==> src/hw/clamp_coast_pkg.sv <==
// Shared constants and types for the clamp, coast and output configuration bank
package clamp_coast_pkg;

    // Register offsets on the serial port
    localparam logic [7:0] REG_CLAMP_COAST = 8'h11;
    localparam logic [7:0] REG_PRE_COAST   = 8'h12;
    localparam logic [7:0] REG_POST_COAST  = 8'h13;
    localparam logic [7:0] REG_OUT_PWR     = 8'h14;
    localparam logic [7:0] REG_SYNC_STAT   = 8'h15;

    // Reset values
    localparam logic [7:0] RST_CLAMP_COAST = 8'h08;
    localparam logic [7:0] RST_PRE_COAST   = 8'h00;
    localparam logic [7:0] RST_POST_COAST  = 8'h00;
    localparam logic [7:0] RST_OUT_PWR     = 8'hE2;
    localparam logic [7:0] RD_UNMAPPED     = 8'h00;

    // Clamp and coast control fields
    localparam int B_CLAMP_SRC = 7;
    localparam int B_CLAMP_RED = 6;
    localparam int B_CLAMP_GRN = 5;
    localparam int B_CLAMP_BLU = 4;
    localparam int B_COAST_EN  = 3;
    localparam int B_COAST_OVR = 2;
    localparam int B_COAST_POL = 1;

    // Output and power fields
    localparam int B_DRIVE_HI  = 7;
    localparam int B_DRIVE_LO  = 6;
    localparam int B_BW_300    = 5;
    localparam int B_CLK_INV   = 4;
    localparam int B_TRISTATE  = 3;
    localparam int B_HDCP_ADDR = 2;
    localparam int B_SLEEP_N   = 1;
    localparam int B_FMT_422   = 0;

    // Status fields
    localparam int B_HS_DET  = 7;
    localparam int B_SOG_DET = 6;
    localparam int B_VS_DET  = 5;

    // Serial port framing
    localparam int         SER_ADDR_W = 7;
    localparam logic [3:0] BYTE_BITS  = 4'h8;
    localparam logic [3:0] LAST_BIT   = 4'h7;
    localparam logic [2:0] PIN_IDLE   = 3'h3;

    // Activity timeout
    localparam int MCLK_HZ         = 40_000_000;
    localparam int ACT_TIMEOUT_MS  = 50;
    localparam int ACT_TIMEOUT_CYC = ACT_TIMEOUT_MS * (MCLK_HZ / 1000);

    typedef enum logic [1:0] {DRIVE_LOW, DRIVE_MED, DRIVE_HIGH} drive_t;

    typedef enum logic [3:0] {
        ST_IDLE, ST_ADDR, ST_ADDR_ACK, ST_PTR, ST_PTR_ACK,
        ST_WR, ST_WR_ACK, ST_RD, ST_RD_ACK
    } ser_state_t;

endpackage

==> src/hw/activity_detect.sv <==
// Transition detector with idle timeout for one sync pin
`timescale 1ns/1ps
module activity_detect
    import clamp_coast_pkg::*;
#(
    parameter int TIMEOUT = ACT_TIMEOUT_CYC
)(
    // Clock and reset
    input  wire logic i_mclk,
    input  wire logic i_rstn,
    // Pin and result
    input  wire logic i_pin,
    output logic      o_active
);

    localparam int CW = $clog2(TIMEOUT + 1);
    localparam logic [CW-1:0] LAST = CW'(TIMEOUT - 1);

    if (TIMEOUT < 2)
        $error("activity_detect: TIMEOUT must be at least 2");

    logic [2:0]    sync_r;
    logic          level_r;
    logic          seen_r;
    logic          active_r;
    logic [CW-1:0] idle_r;

    // Change counts once second and third stage agree
    wire agree   = (sync_r[1] == sync_r[2]);
    wire toggled = agree && seen_r && (sync_r[2] != level_r);

    // Pin synchroniser and settled level
    always_ff @(posedge i_mclk or negedge i_rstn)
    begin
        if (!i_rstn)
        begin
            sync_r  <= 3'h0;
            level_r <= 1'b0;
            seen_r  <= 1'b0;
        end
        else
        begin
            sync_r <= {sync_r[1:0], i_pin};
            if (agree)
            begin
                level_r <= sync_r[2];
                seen_r  <= 1'b1;
            end
        end
    end

    // Edge sets, silence clears; the edge wins
    always_ff @(posedge i_mclk or negedge i_rstn)
    begin
        if (!i_rstn)
        begin
            active_r <= 1'b0;
            idle_r   <= '0;
        end
        else if (toggled)
        begin
            active_r <= 1'b1;
            idle_r   <= '0;
        end
        else if (active_r)
        begin
            if (idle_r == LAST)
                active_r <= 1'b0;
            else
                idle_r <= idle_r + 1'b1;
        end
    end

    assign o_active = active_r;

endmodule

==> src/hw/clamp_coast_output_cfg_regs.sv <==
// Clamp, coast, output and sync activity registers behind a two-wire serial slave
// Notes on behaviour
// - Clamp source 0 (reset) uses internal clamp timing from hsync trailing edge.
// - Clamp source 1 disables internal timing; channels clamp while external strobe active.
// - Per-channel reference bits red 6, green 5, blue 4; 0 ground, 1 midscale.
// - Coast enable 0 disables coast, 1 uses internal coast; resets to 1.
// - Override 0 lets chip pick coast polarity; 1 uses user value when disabled.
// - Polarity bit 0 active low, 1 active high; only when disabled and overridden.
// - Eight-bit pre-coast count of composite sync edges masked before vsync; reset 0.
// - Eight-bit post-coast count of hsync periods masked after vsync; reset 0.
// - Drive field: upper bit high, 01 medium, 00 low; resets 11.
// - Bandwidth bit 0 selects 10 MHz, 1 selects 300 MHz.
// - Clock invert acts on digital interface only; 0 data changes on falling edge.
// - Tristate bit 1 floats pixel data, sync and data enable outputs.
// - One bit supplies the content-protection slave address bit; reset 0.
// - Chip sleep control active low; 0 powers down, reset 1.
// - Format bit 0 gives 4:4:4, 1 gives 4:2:2 on 16 lines.
// - In 4:2:2 green carries luma, red chroma, blue output floats.
// - Hsync detect reads 1 on transitions, 0 when held constant.
// - Sync-on-green detect reads 1 on activity; plain video may set it.
// - Vsync detect reads 1 on transitions, 0 when held constant.
// - Analog presence is the OR of the three detect bits.
// - Registers reached over two-wire serial port; device is slave only.
`timescale 1ns/1ps
module clamp_coast_output_cfg_regs
    import clamp_coast_pkg::*;
#(
    parameter logic [SER_ADDR_W-1:0] DEV_ADDR    = 7'h4C, // arbitrary value
    parameter int                    ACT_TIMEOUT = ACT_TIMEOUT_CYC
)(
    // Clock and reset
    input  wire logic i_mclk,
    input  wire logic i_rstn,
    // Two-wire serial port
    input  wire logic i_scl,
    input  wire logic i_sda,
    output logic      o_sda_out,
    output logic      o_sda_oe,
    // Sync and clamp inputs
    input  wire logic i_hsync,
    input  wire logic i_sync_on_green_input,
    input  wire logic i_vsync,
    input  wire logic i_ext_clamp,
    input  wire logic i_int_clamp,
    input  wire logic i_coast_pol_auto,
    input  wire logic i_digital_active,
    // Clamp controls, order red green blue
    output logic       o_clamp_internal_en,
    output logic [2:0] o_clamp_active,
    output logic [2:0] o_clamp_midscale,
    // Coast controls
    output logic       o_coast_en,
    output logic       o_coast_pol_user,
    output logic       o_coast_active_high,
    output logic [7:0] o_pre_coast,
    output logic [7:0] o_post_coast,
    // Output stage and power
    output drive_t     o_drive,
    output logic       o_bw_300mhz,
    output logic       o_clk_invert,
    output logic       o_outputs_tristate,
    output logic       o_red_oe,
    output logic       o_green_oe,
    output logic       o_blue_oe,
    output logic       o_sync_oe,
    output logic       o_hdcp_addr,
    output logic       o_chip_sleep_n,
    output logic       o_fmt_422,
    // Sync activity
    output logic       o_hsync_active,
    output logic       o_sog_active,
    output logic       o_vsync_active,
    output logic       o_analog_present
);

    if (ACT_TIMEOUT < 2)
        $error("clamp_coast_output_cfg_regs: ACT_TIMEOUT must be at least 2");

    // Pointer step after each data byte
    function automatic logic [7:0] next_ptr(input logic [7:0] p);
        return p + 8'h01;
    endfunction

    // Drive strength decode
    function automatic drive_t decode_drive(input logic hi, input logic lo);
        if (hi)
            return DRIVE_HIGH;
        else if (lo)
            return DRIVE_MED;
        else
            return DRIVE_LOW;
    endfunction

    logic [7:0] cc_r;
    logic [7:0] pre_r;
    logic [7:0] post_r;
    logic [7:0] op_r;
    logic [7:0] stat;

    logic [2:0] p1_r;
    logic [2:0] p2_r;
    logic [2:0] p3_r;
    logic [2:0] filt_r;
    logic [2:0] prev_r;
    logic [2:0] filt_nxt;

    ser_state_t st_r;
    ser_state_t st_nxt;
    logic [3:0] cnt_r;
    logic [3:0] cnt_nxt;
    logic [7:0] sh_r;
    logic [7:0] sh_nxt;
    logic [7:0] ptr_r;
    logic [7:0] ptr_nxt;
    logic       rw_r;
    logic       rw_nxt;
    logic       oe_r;
    logic       oe_nxt;
    logic       wr_stb;
    logic [7:0] rd_data;
    logic       hs_act;
    logic       sog_act;
    logic       vs_act;

    // Three-stage pin sync: {ext_clamp, sda, scl}; value moves when stages 2 and 3 agree
    assign filt_nxt = (p2_r & p3_r) | (filt_r & (p2_r | p3_r));

    always_ff @(posedge i_mclk or negedge i_rstn)
    begin
        if (!i_rstn)
        begin
            p1_r   <= PIN_IDLE;
            p2_r   <= PIN_IDLE;
            p3_r   <= PIN_IDLE;
            filt_r <= PIN_IDLE;
            prev_r <= PIN_IDLE;
        end
        else
        begin
            p1_r   <= {i_ext_clamp, i_sda, i_scl};
            p2_r   <= p1_r;
            p3_r   <= p2_r;
            filt_r <= filt_nxt;
            prev_r <= filt_r;
        end
    end

    // Serial line events
    wire scl_f    = filt_r[0];
    wire sda_f    = filt_r[1];
    wire clamp_f  = filt_r[2];
    wire scl_rise = scl_f & ~prev_r[0];
    wire scl_fall = ~scl_f & prev_r[0];
    wire start_c  = scl_f & prev_r[0] & prev_r[1] & ~sda_f;
    wire stop_c   = scl_f & prev_r[0] & ~prev_r[1] & sda_f;

    // Read-back mux; unmapped offsets read zero
    assign stat = {hs_act, sog_act, vs_act, 5'h00};
    assign rd_data = (ptr_r == REG_CLAMP_COAST) ? cc_r   :
                     (ptr_r == REG_PRE_COAST)   ? pre_r  :
                     (ptr_r == REG_POST_COAST)  ? post_r :
                     (ptr_r == REG_OUT_PWR)     ? op_r   :
                     (ptr_r == REG_SYNC_STAT)   ? stat   : RD_UNMAPPED;

    // Slave byte engine: address, pointer, then data with auto-increment
    always_comb
    begin
        st_nxt  = st_r;
        cnt_nxt = cnt_r;
        sh_nxt  = sh_r;
        ptr_nxt = ptr_r;
        rw_nxt  = rw_r;
        oe_nxt  = oe_r;
        wr_stb  = 1'b0;
        if (start_c)
        begin
            st_nxt  = ST_ADDR;
            cnt_nxt = 4'h0;
            oe_nxt  = 1'b0;
        end
        else if (stop_c)
        begin
            st_nxt = ST_IDLE;
            oe_nxt = 1'b0;
        end
        else
        begin
            unique case (st_r)
                ST_IDLE:
                    st_nxt = ST_IDLE;
                ST_ADDR, ST_PTR, ST_WR:
                    if (scl_rise)
                    begin
                        sh_nxt  = {sh_r[6:0], sda_f};
                        cnt_nxt = cnt_r + 4'h1;
                    end
                    else if (scl_fall && cnt_r == BYTE_BITS)
                    begin
                        cnt_nxt = 4'h0;
                        oe_nxt  = 1'b1;
                        if (st_r == ST_ADDR)
                        begin
                            rw_nxt = sh_r[0];
                            if (sh_r[7:1] == DEV_ADDR)
                                st_nxt = ST_ADDR_ACK;
                            else
                            begin
                                st_nxt = ST_IDLE;
                                oe_nxt = 1'b0;
                            end
                        end
                        else if (st_r == ST_PTR)
                        begin
                            ptr_nxt = sh_r;
                            st_nxt  = ST_PTR_ACK;
                        end
                        else
                        begin
                            wr_stb  = 1'b1;
                            ptr_nxt = next_ptr(ptr_r);
                            st_nxt  = ST_WR_ACK;
                        end
                    end
                ST_ADDR_ACK, ST_PTR_ACK, ST_WR_ACK:
                    if (scl_fall)
                    begin
                        if (st_r == ST_ADDR_ACK && rw_r)
                        begin
                            st_nxt = ST_RD;
                            sh_nxt = rd_data;
                            oe_nxt = ~rd_data[7];
                        end
                        else
                        begin
                            st_nxt = (st_r == ST_ADDR_ACK) ? ST_PTR : ST_WR;
                            oe_nxt = 1'b0;
                        end
                    end
                ST_RD:
                    if (scl_fall)
                    begin
                        cnt_nxt = cnt_r + 4'h1;
                        if (cnt_r == LAST_BIT)
                        begin
                            st_nxt  = ST_RD_ACK;
                            oe_nxt  = 1'b0;
                            ptr_nxt = next_ptr(ptr_r);
                        end
                        else
                        begin
                            sh_nxt = {sh_r[6:0], 1'b0};
                            oe_nxt = ~sh_r[6];
                        end
                    end
                ST_RD_ACK:
                    if (scl_rise && sda_f)
                        st_nxt = ST_IDLE;
                    else if (scl_fall)
                    begin
                        st_nxt  = ST_RD;
                        cnt_nxt = 4'h0;
                        sh_nxt  = rd_data;
                        oe_nxt  = ~rd_data[7];
                    end
            endcase
        end
    end

    // Serial engine state
    always_ff @(posedge i_mclk or negedge i_rstn)
    begin
        if (!i_rstn)
        begin
            st_r  <= ST_IDLE;
            cnt_r <= 4'h0;
            sh_r  <= 8'h00;
            ptr_r <= 8'h00;
            rw_r  <= 1'b0;
            oe_r  <= 1'b0;
        end
        else
        begin
            st_r  <= st_nxt;
            cnt_r <= cnt_nxt;
            sh_r  <= sh_nxt;
            ptr_r <= ptr_nxt;
            rw_r  <= rw_nxt;
            oe_r  <= oe_nxt;
        end
    end

    // Open-drain data: only ever pulls low
    assign o_sda_out = 1'b0;
    assign o_sda_oe  = oe_r;

    // Write strobes; status offset takes no writes
    wire wr_cc   = wr_stb && (ptr_r == REG_CLAMP_COAST);
    wire wr_pre  = wr_stb && (ptr_r == REG_PRE_COAST);
    wire wr_post = wr_stb && (ptr_r == REG_POST_COAST);
    wire wr_op   = wr_stb && (ptr_r == REG_OUT_PWR);

    // Configuration registers; bit 0 of clamp/coast is reserved and stays 0
    always_ff @(posedge i_mclk or negedge i_rstn)
    begin
        if (!i_rstn)
        begin
            cc_r   <= RST_CLAMP_COAST;
            pre_r  <= RST_PRE_COAST;
            post_r <= RST_POST_COAST;
            op_r   <= RST_OUT_PWR;
        end
        else
        begin
            if (wr_cc)
                cc_r <= {sh_r[7:1], 1'b0};
            if (wr_pre)
                pre_r <= sh_r;
            if (wr_post)
                post_r <= sh_r;
            if (wr_op)
                op_r <= sh_r;
        end
    end

    // Clamp source and references
    assign o_clamp_internal_en = ~cc_r[B_CLAMP_SRC];
    assign o_clamp_active = cc_r[B_CLAMP_SRC] ? {3{clamp_f}}
                                              : {3{i_int_clamp}};
    assign o_clamp_midscale = {cc_r[B_CLAMP_RED], cc_r[B_CLAMP_GRN],
                               cc_r[B_CLAMP_BLU]};

    // Coast; user polarity honoured only with coast off and override set
    assign o_coast_en = cc_r[B_COAST_EN];
    assign o_coast_pol_user = ~cc_r[B_COAST_EN] & cc_r[B_COAST_OVR];
    assign o_coast_active_high = o_coast_pol_user ? cc_r[B_COAST_POL]
                                                  : i_coast_pol_auto;
    assign o_pre_coast  = pre_r;
    assign o_post_coast = post_r;

    // Output stage
    assign o_drive = decode_drive(op_r[B_DRIVE_HI], op_r[B_DRIVE_LO]);
    assign o_bw_300mhz = op_r[B_BW_300];
    assign o_clk_invert = op_r[B_CLK_INV] & i_digital_active;
    assign o_outputs_tristate = op_r[B_TRISTATE];
    assign o_red_oe   = ~op_r[B_TRISTATE];
    assign o_green_oe = ~op_r[B_TRISTATE];
    assign o_sync_oe  = ~op_r[B_TRISTATE];
    assign o_blue_oe  = ~op_r[B_TRISTATE] & ~op_r[B_FMT_422];
    assign o_hdcp_addr = op_r[B_HDCP_ADDR];
    assign o_chip_sleep_n = op_r[B_SLEEP_N];
    assign o_fmt_422 = op_r[B_FMT_422];

    // Sync activity detectors
    activity_detect #(.TIMEOUT(ACT_TIMEOUT)) u_hs_det (
        .i_mclk   (i_mclk),
        .i_rstn   (i_rstn),
        .i_pin    (i_hsync),
        .o_active (hs_act)
    );

    activity_detect #(.TIMEOUT(ACT_TIMEOUT)) u_sog_det (
        .i_mclk   (i_mclk),
        .i_rstn   (i_rstn),
        .i_pin    (i_sync_on_green_input),
        .o_active (sog_act)
    );

    activity_detect #(.TIMEOUT(ACT_TIMEOUT)) u_vs_det (
        .i_mclk   (i_mclk),
        .i_rstn   (i_rstn),
        .i_pin    (i_vsync),
        .o_active (vs_act)
    );

    assign o_hsync_active   = hs_act;
    assign o_sog_active     = sog_act;
    assign o_vsync_active   = vs_act;
    assign o_analog_present = hs_act | sog_act | vs_act;

endmodule

==> config.mk <==
export PLATFORM = sky130hd
export DESIGN_NAME = clamp_coast_output_cfg_regs
export DESIGN_NICKNAME = d
export VERILOG_FILES = /design/src/hw/clamp_coast_pkg.sv /design/src/hw/activity_detect.sv /design/src/hw/clamp_coast_output_cfg_regs.sv
export SDC_FILE = /design/constraint.sdc
export NUM_CORES = 1
export LEC_CHECK = 0
export BUFFER_PORTS_ARGS = -buffer_cell sky130_fd_sc_hd__buf_2
export CAP_MARGIN = 20
export CELL_PAD_IN_SITES_DETAIL_PLACEMENT = 1
export CELL_PAD_IN_SITES_GLOBAL_PLACEMENT = 2
export CORE_MARGIN = 10
export CORE_UTILIZATION = 43
export DETAILED_ROUTE_END_ITERATION = 10
export PLACE_DENSITY_LB_ADDON = 0.25
export SLEW_MARGIN = 20
export SYNTH_ARGS = -nofsm -noshare
export SYNTH_HDL_FRONTEND = slang
export SYNTH_SLANG_ARGS = --single-unit
==> constraint.sdc <==
create_clock -name i_mclk -period 3.9 [get_ports i_mclk]
set_input_delay 0.585 -clock i_mclk [delete_from_list [all_inputs] [get_ports i_mclk]]
set_output_delay 0.585 -clock i_mclk [all_outputs]
set_load 0.1 [all_outputs]
==> results.txt <==
Status -> finished, final reports clean
MaxCap Viol Count -> 0
FP Rows -> 49
Cell count after synthesis -> 798
Vias/cell -> 5.81
Ys async rst share -> 1.00
Final hold slack -> 0.251 ns
Via count -> 6230
Detailed Route WL -> 20.7 mm
Seq cells post-synth -> 152
CTS tree -> done
Unique masters post-synth -> 73
Antenna Nets Post-Route -> 0
Fillers -> 2006
XOR/XNOR Fraction of Synth Area -> 0.0493
Post-synth EDFFs -> 0
Layout cells sized above 1 -> 0.198
Postcts setup bufs -> 0
Synthesized net count -> 818
Clock sink total -> 152
Wire per inst -> 19.3 um
Core Region -> 18100 um2
Final hold violations -> 0
Clock Pin Slew Worst Setup and Hold Paths -> 0.07 ns
Gr usage total -> 0.174
Max clock buf depth -> 2
Pin count of the biggest net entering global routing -> 101
Detailed Routing Iterations Pass 1 -> 8
Tightest Pin Transition -> 0.972 ns
Critical Path Sink Type -> register
Die area -> 24500 um2
Critical-path maximum fanout -> 10
Clk_skew -> 0.00709 ns
Post-synthesis adder-cell area fraction -> 0.0216
Die width -> 156 um
Max Slew Vio Count -> 0
Compound-Gate Fraction of Synth Area -> 0.124
Seq/Total Area, Yosys -> 0.478
Cts repair resizes -> 0
Top_reg_cell synth -> dfrtp_1
DP HPWL -> 14.3 mm
Simple-gate share of the synthesized area -> 0.223
Number of buffers created by CTS -> 17
Clock root buffer -> clkbuf_16
Starting Density -> 0.441
Clk_lat worst skew -> 0.43 ns
Vias in the first global route -> 6650
Global-route wire length before repair -> 34.9 mm
Gp weighted congestion -> 0.834
Commonest non-fill, non-tap cell in the layout -> dfrtp_1
I/O pin total -> 55
Finish-stage setup viols -> 0
Yosys warning total -> 0
CP required -> 4.21 ns
Fin nets -> 851
Slew HR -> 0.352
Residual DRC count -> 0
Setup TNS -> 0 ns
Crit Path Class -> register to register
Mux share of post-synthesis cell area -> 0.0693
Hold buffers post-CTS -> 0
Largest family of logic cells by synthesized area -> simple AND/OR/NAND/NOR gates
FMAX -> 0.383 GHz
RSZ-0062 raised after global routing -> no
Pwr dens -> 430 nW/um2
R2r worst-path depth -> 4
Die height -> 156 um
Commonest non-fill, non-tap cells in the layout -> dfrtp_1, nor2_1, nand2_1
GRT overflow -> 0
Max VDD drop -> 0.000294 V
Initial antenna violation count -> 0
Buffers on Ports -> 53
Avg Inst Size Synth -> 10.0 um2
Mapped cell area -> 8000 um2
Lkg Pwr -> 3.89 nW
Final min period -> 2.61 ns
Crit start category -> register
Fin crit share -> 0.670
Initial drt markers -> 414
Reg2reg setup slack -> 1.29 ns
H-tree depth -> 4
WP data arrival -> 2.93 ns
Worst hold path type -> input pin to asynchronous set/reset pin
Syn-to-layout area delta -> 12.4%
Final antenna diode count -> 0
-- synthesized netlist by cell type, drive strengths merged (7+ instances only) --
library cell  count  area share
and3             20       0.016
nand3            41       0.026
dfrtp           137        0.43
inv              19      0.0089
a21oi            34       0.022
xor2             39       0.043
dfstp            15       0.049
buf              22       0.017
nand2            63       0.031
clkbuf           20      0.0094
nand4            15       0.012
mux2i             7      0.0088
nand2b           12      0.0094
mux2             43       0.061
nor3             17       0.013
and2             10      0.0078
ha                9       0.014
o211ai           16       0.015
o2111ai           9      0.0099
nor2b            12      0.0094
nor2             75       0.035
o21ai            47       0.029
nor4b            10       0.015
or3              11      0.0088
-- flip-flops by register name (all words and copies together) (netlist names), 7 cells and up --
signal            flops
u_hs_det.idle_r      21
u_sog_det.idle_r     21
u_vs_det.idle_r      21
o_post_coast          8
o_pre_coast           8
op_r                  8
ptr_r                 8
sh_r                  8
cc_r                  7
-- metrics by stage --
step,worst slack (ns),utilization,total power [W],cell area [um2],instances
2_1_floorplan,0.589,-,0.00204,8000,798
3_3_place_gp,1.43,0.462,0.00216,8380,1041
3_5_place_dp,1.31,0.462,0.00219,8380,1041
4_1_cts,1.31,0.495,0.00391,8990,1073
5_1_grt,1.15,0.496,0.00405,8990,1073
6_report,1.29,0.496,0.00387,8990,1073
-- final cells by class --
type | count | area (um2) | share of cell area
multi-input combinational | 585 | 3900 | 0.434
sequential | 152 | 3820 | 0.425
clock buffer | 21 | 460 | 0.0512
timing repair buffer | 56 | 307 | 0.0341
tap | 229 | 287 | 0.0319
clock inverter | 11 | 146 | 0.0163
inverter | 19 | 71.3 | 0.00793
-- worst max-delay path: stages (launching register included) --
cell	delay, ns
dfstp_2	0.61
nor2b_1	0.59
nand2_1	0.23
nor4_4	0.66
mux2_2	0.41
-- worst paths after layout --
kind,start,to
worst max-delay path,prev_r[0]$_DFF_PN1_,op_r[0]$_DFFE_PN0P_
worst min register to register,p1_r[2]$_DFF_PN0_,p2_r[2]$_DFF_PN0_
max in group asynchronous,i_rstn,u_sog_det.idle_r[3]$_DFFE_PN0P_
min in group i_mclk,i_sda,p1_r[1]$_DFF_PN1_
worst max register to register,prev_r[0]$_DFF_PN1_,op_r[0]$_DFFE_PN0P_
worst min-delay path,i_rstn,o_post_coast[3]$_DFFE_PN0P_
-- power breakdown --
part	internal (W)	switching (W)
Clock	0.00104	0.000667
Combinational	0.000141	0.000206
Sequential	0.00168	0.000139
-- per-layer routing --
| layer | wire length (um) | GRT usage |
|---|---|---|
| met2 | 10400 | 0.299 |
| met5 | 0 | 0 |
| met3 | 723 | 0.0354 |
| met1 | 9350 | 0.218 |
| met4 | 212 | 0.0485 |
-- kinds of logic after synthesis --
group           after synthesis
other cells                   1
flops                       152
mux                          50
simple gates                322
xor+xnor                     45
buf+inv                      61
compound gates              152
fa+ha+maj                    15
(Power assumes the default switching activity.)
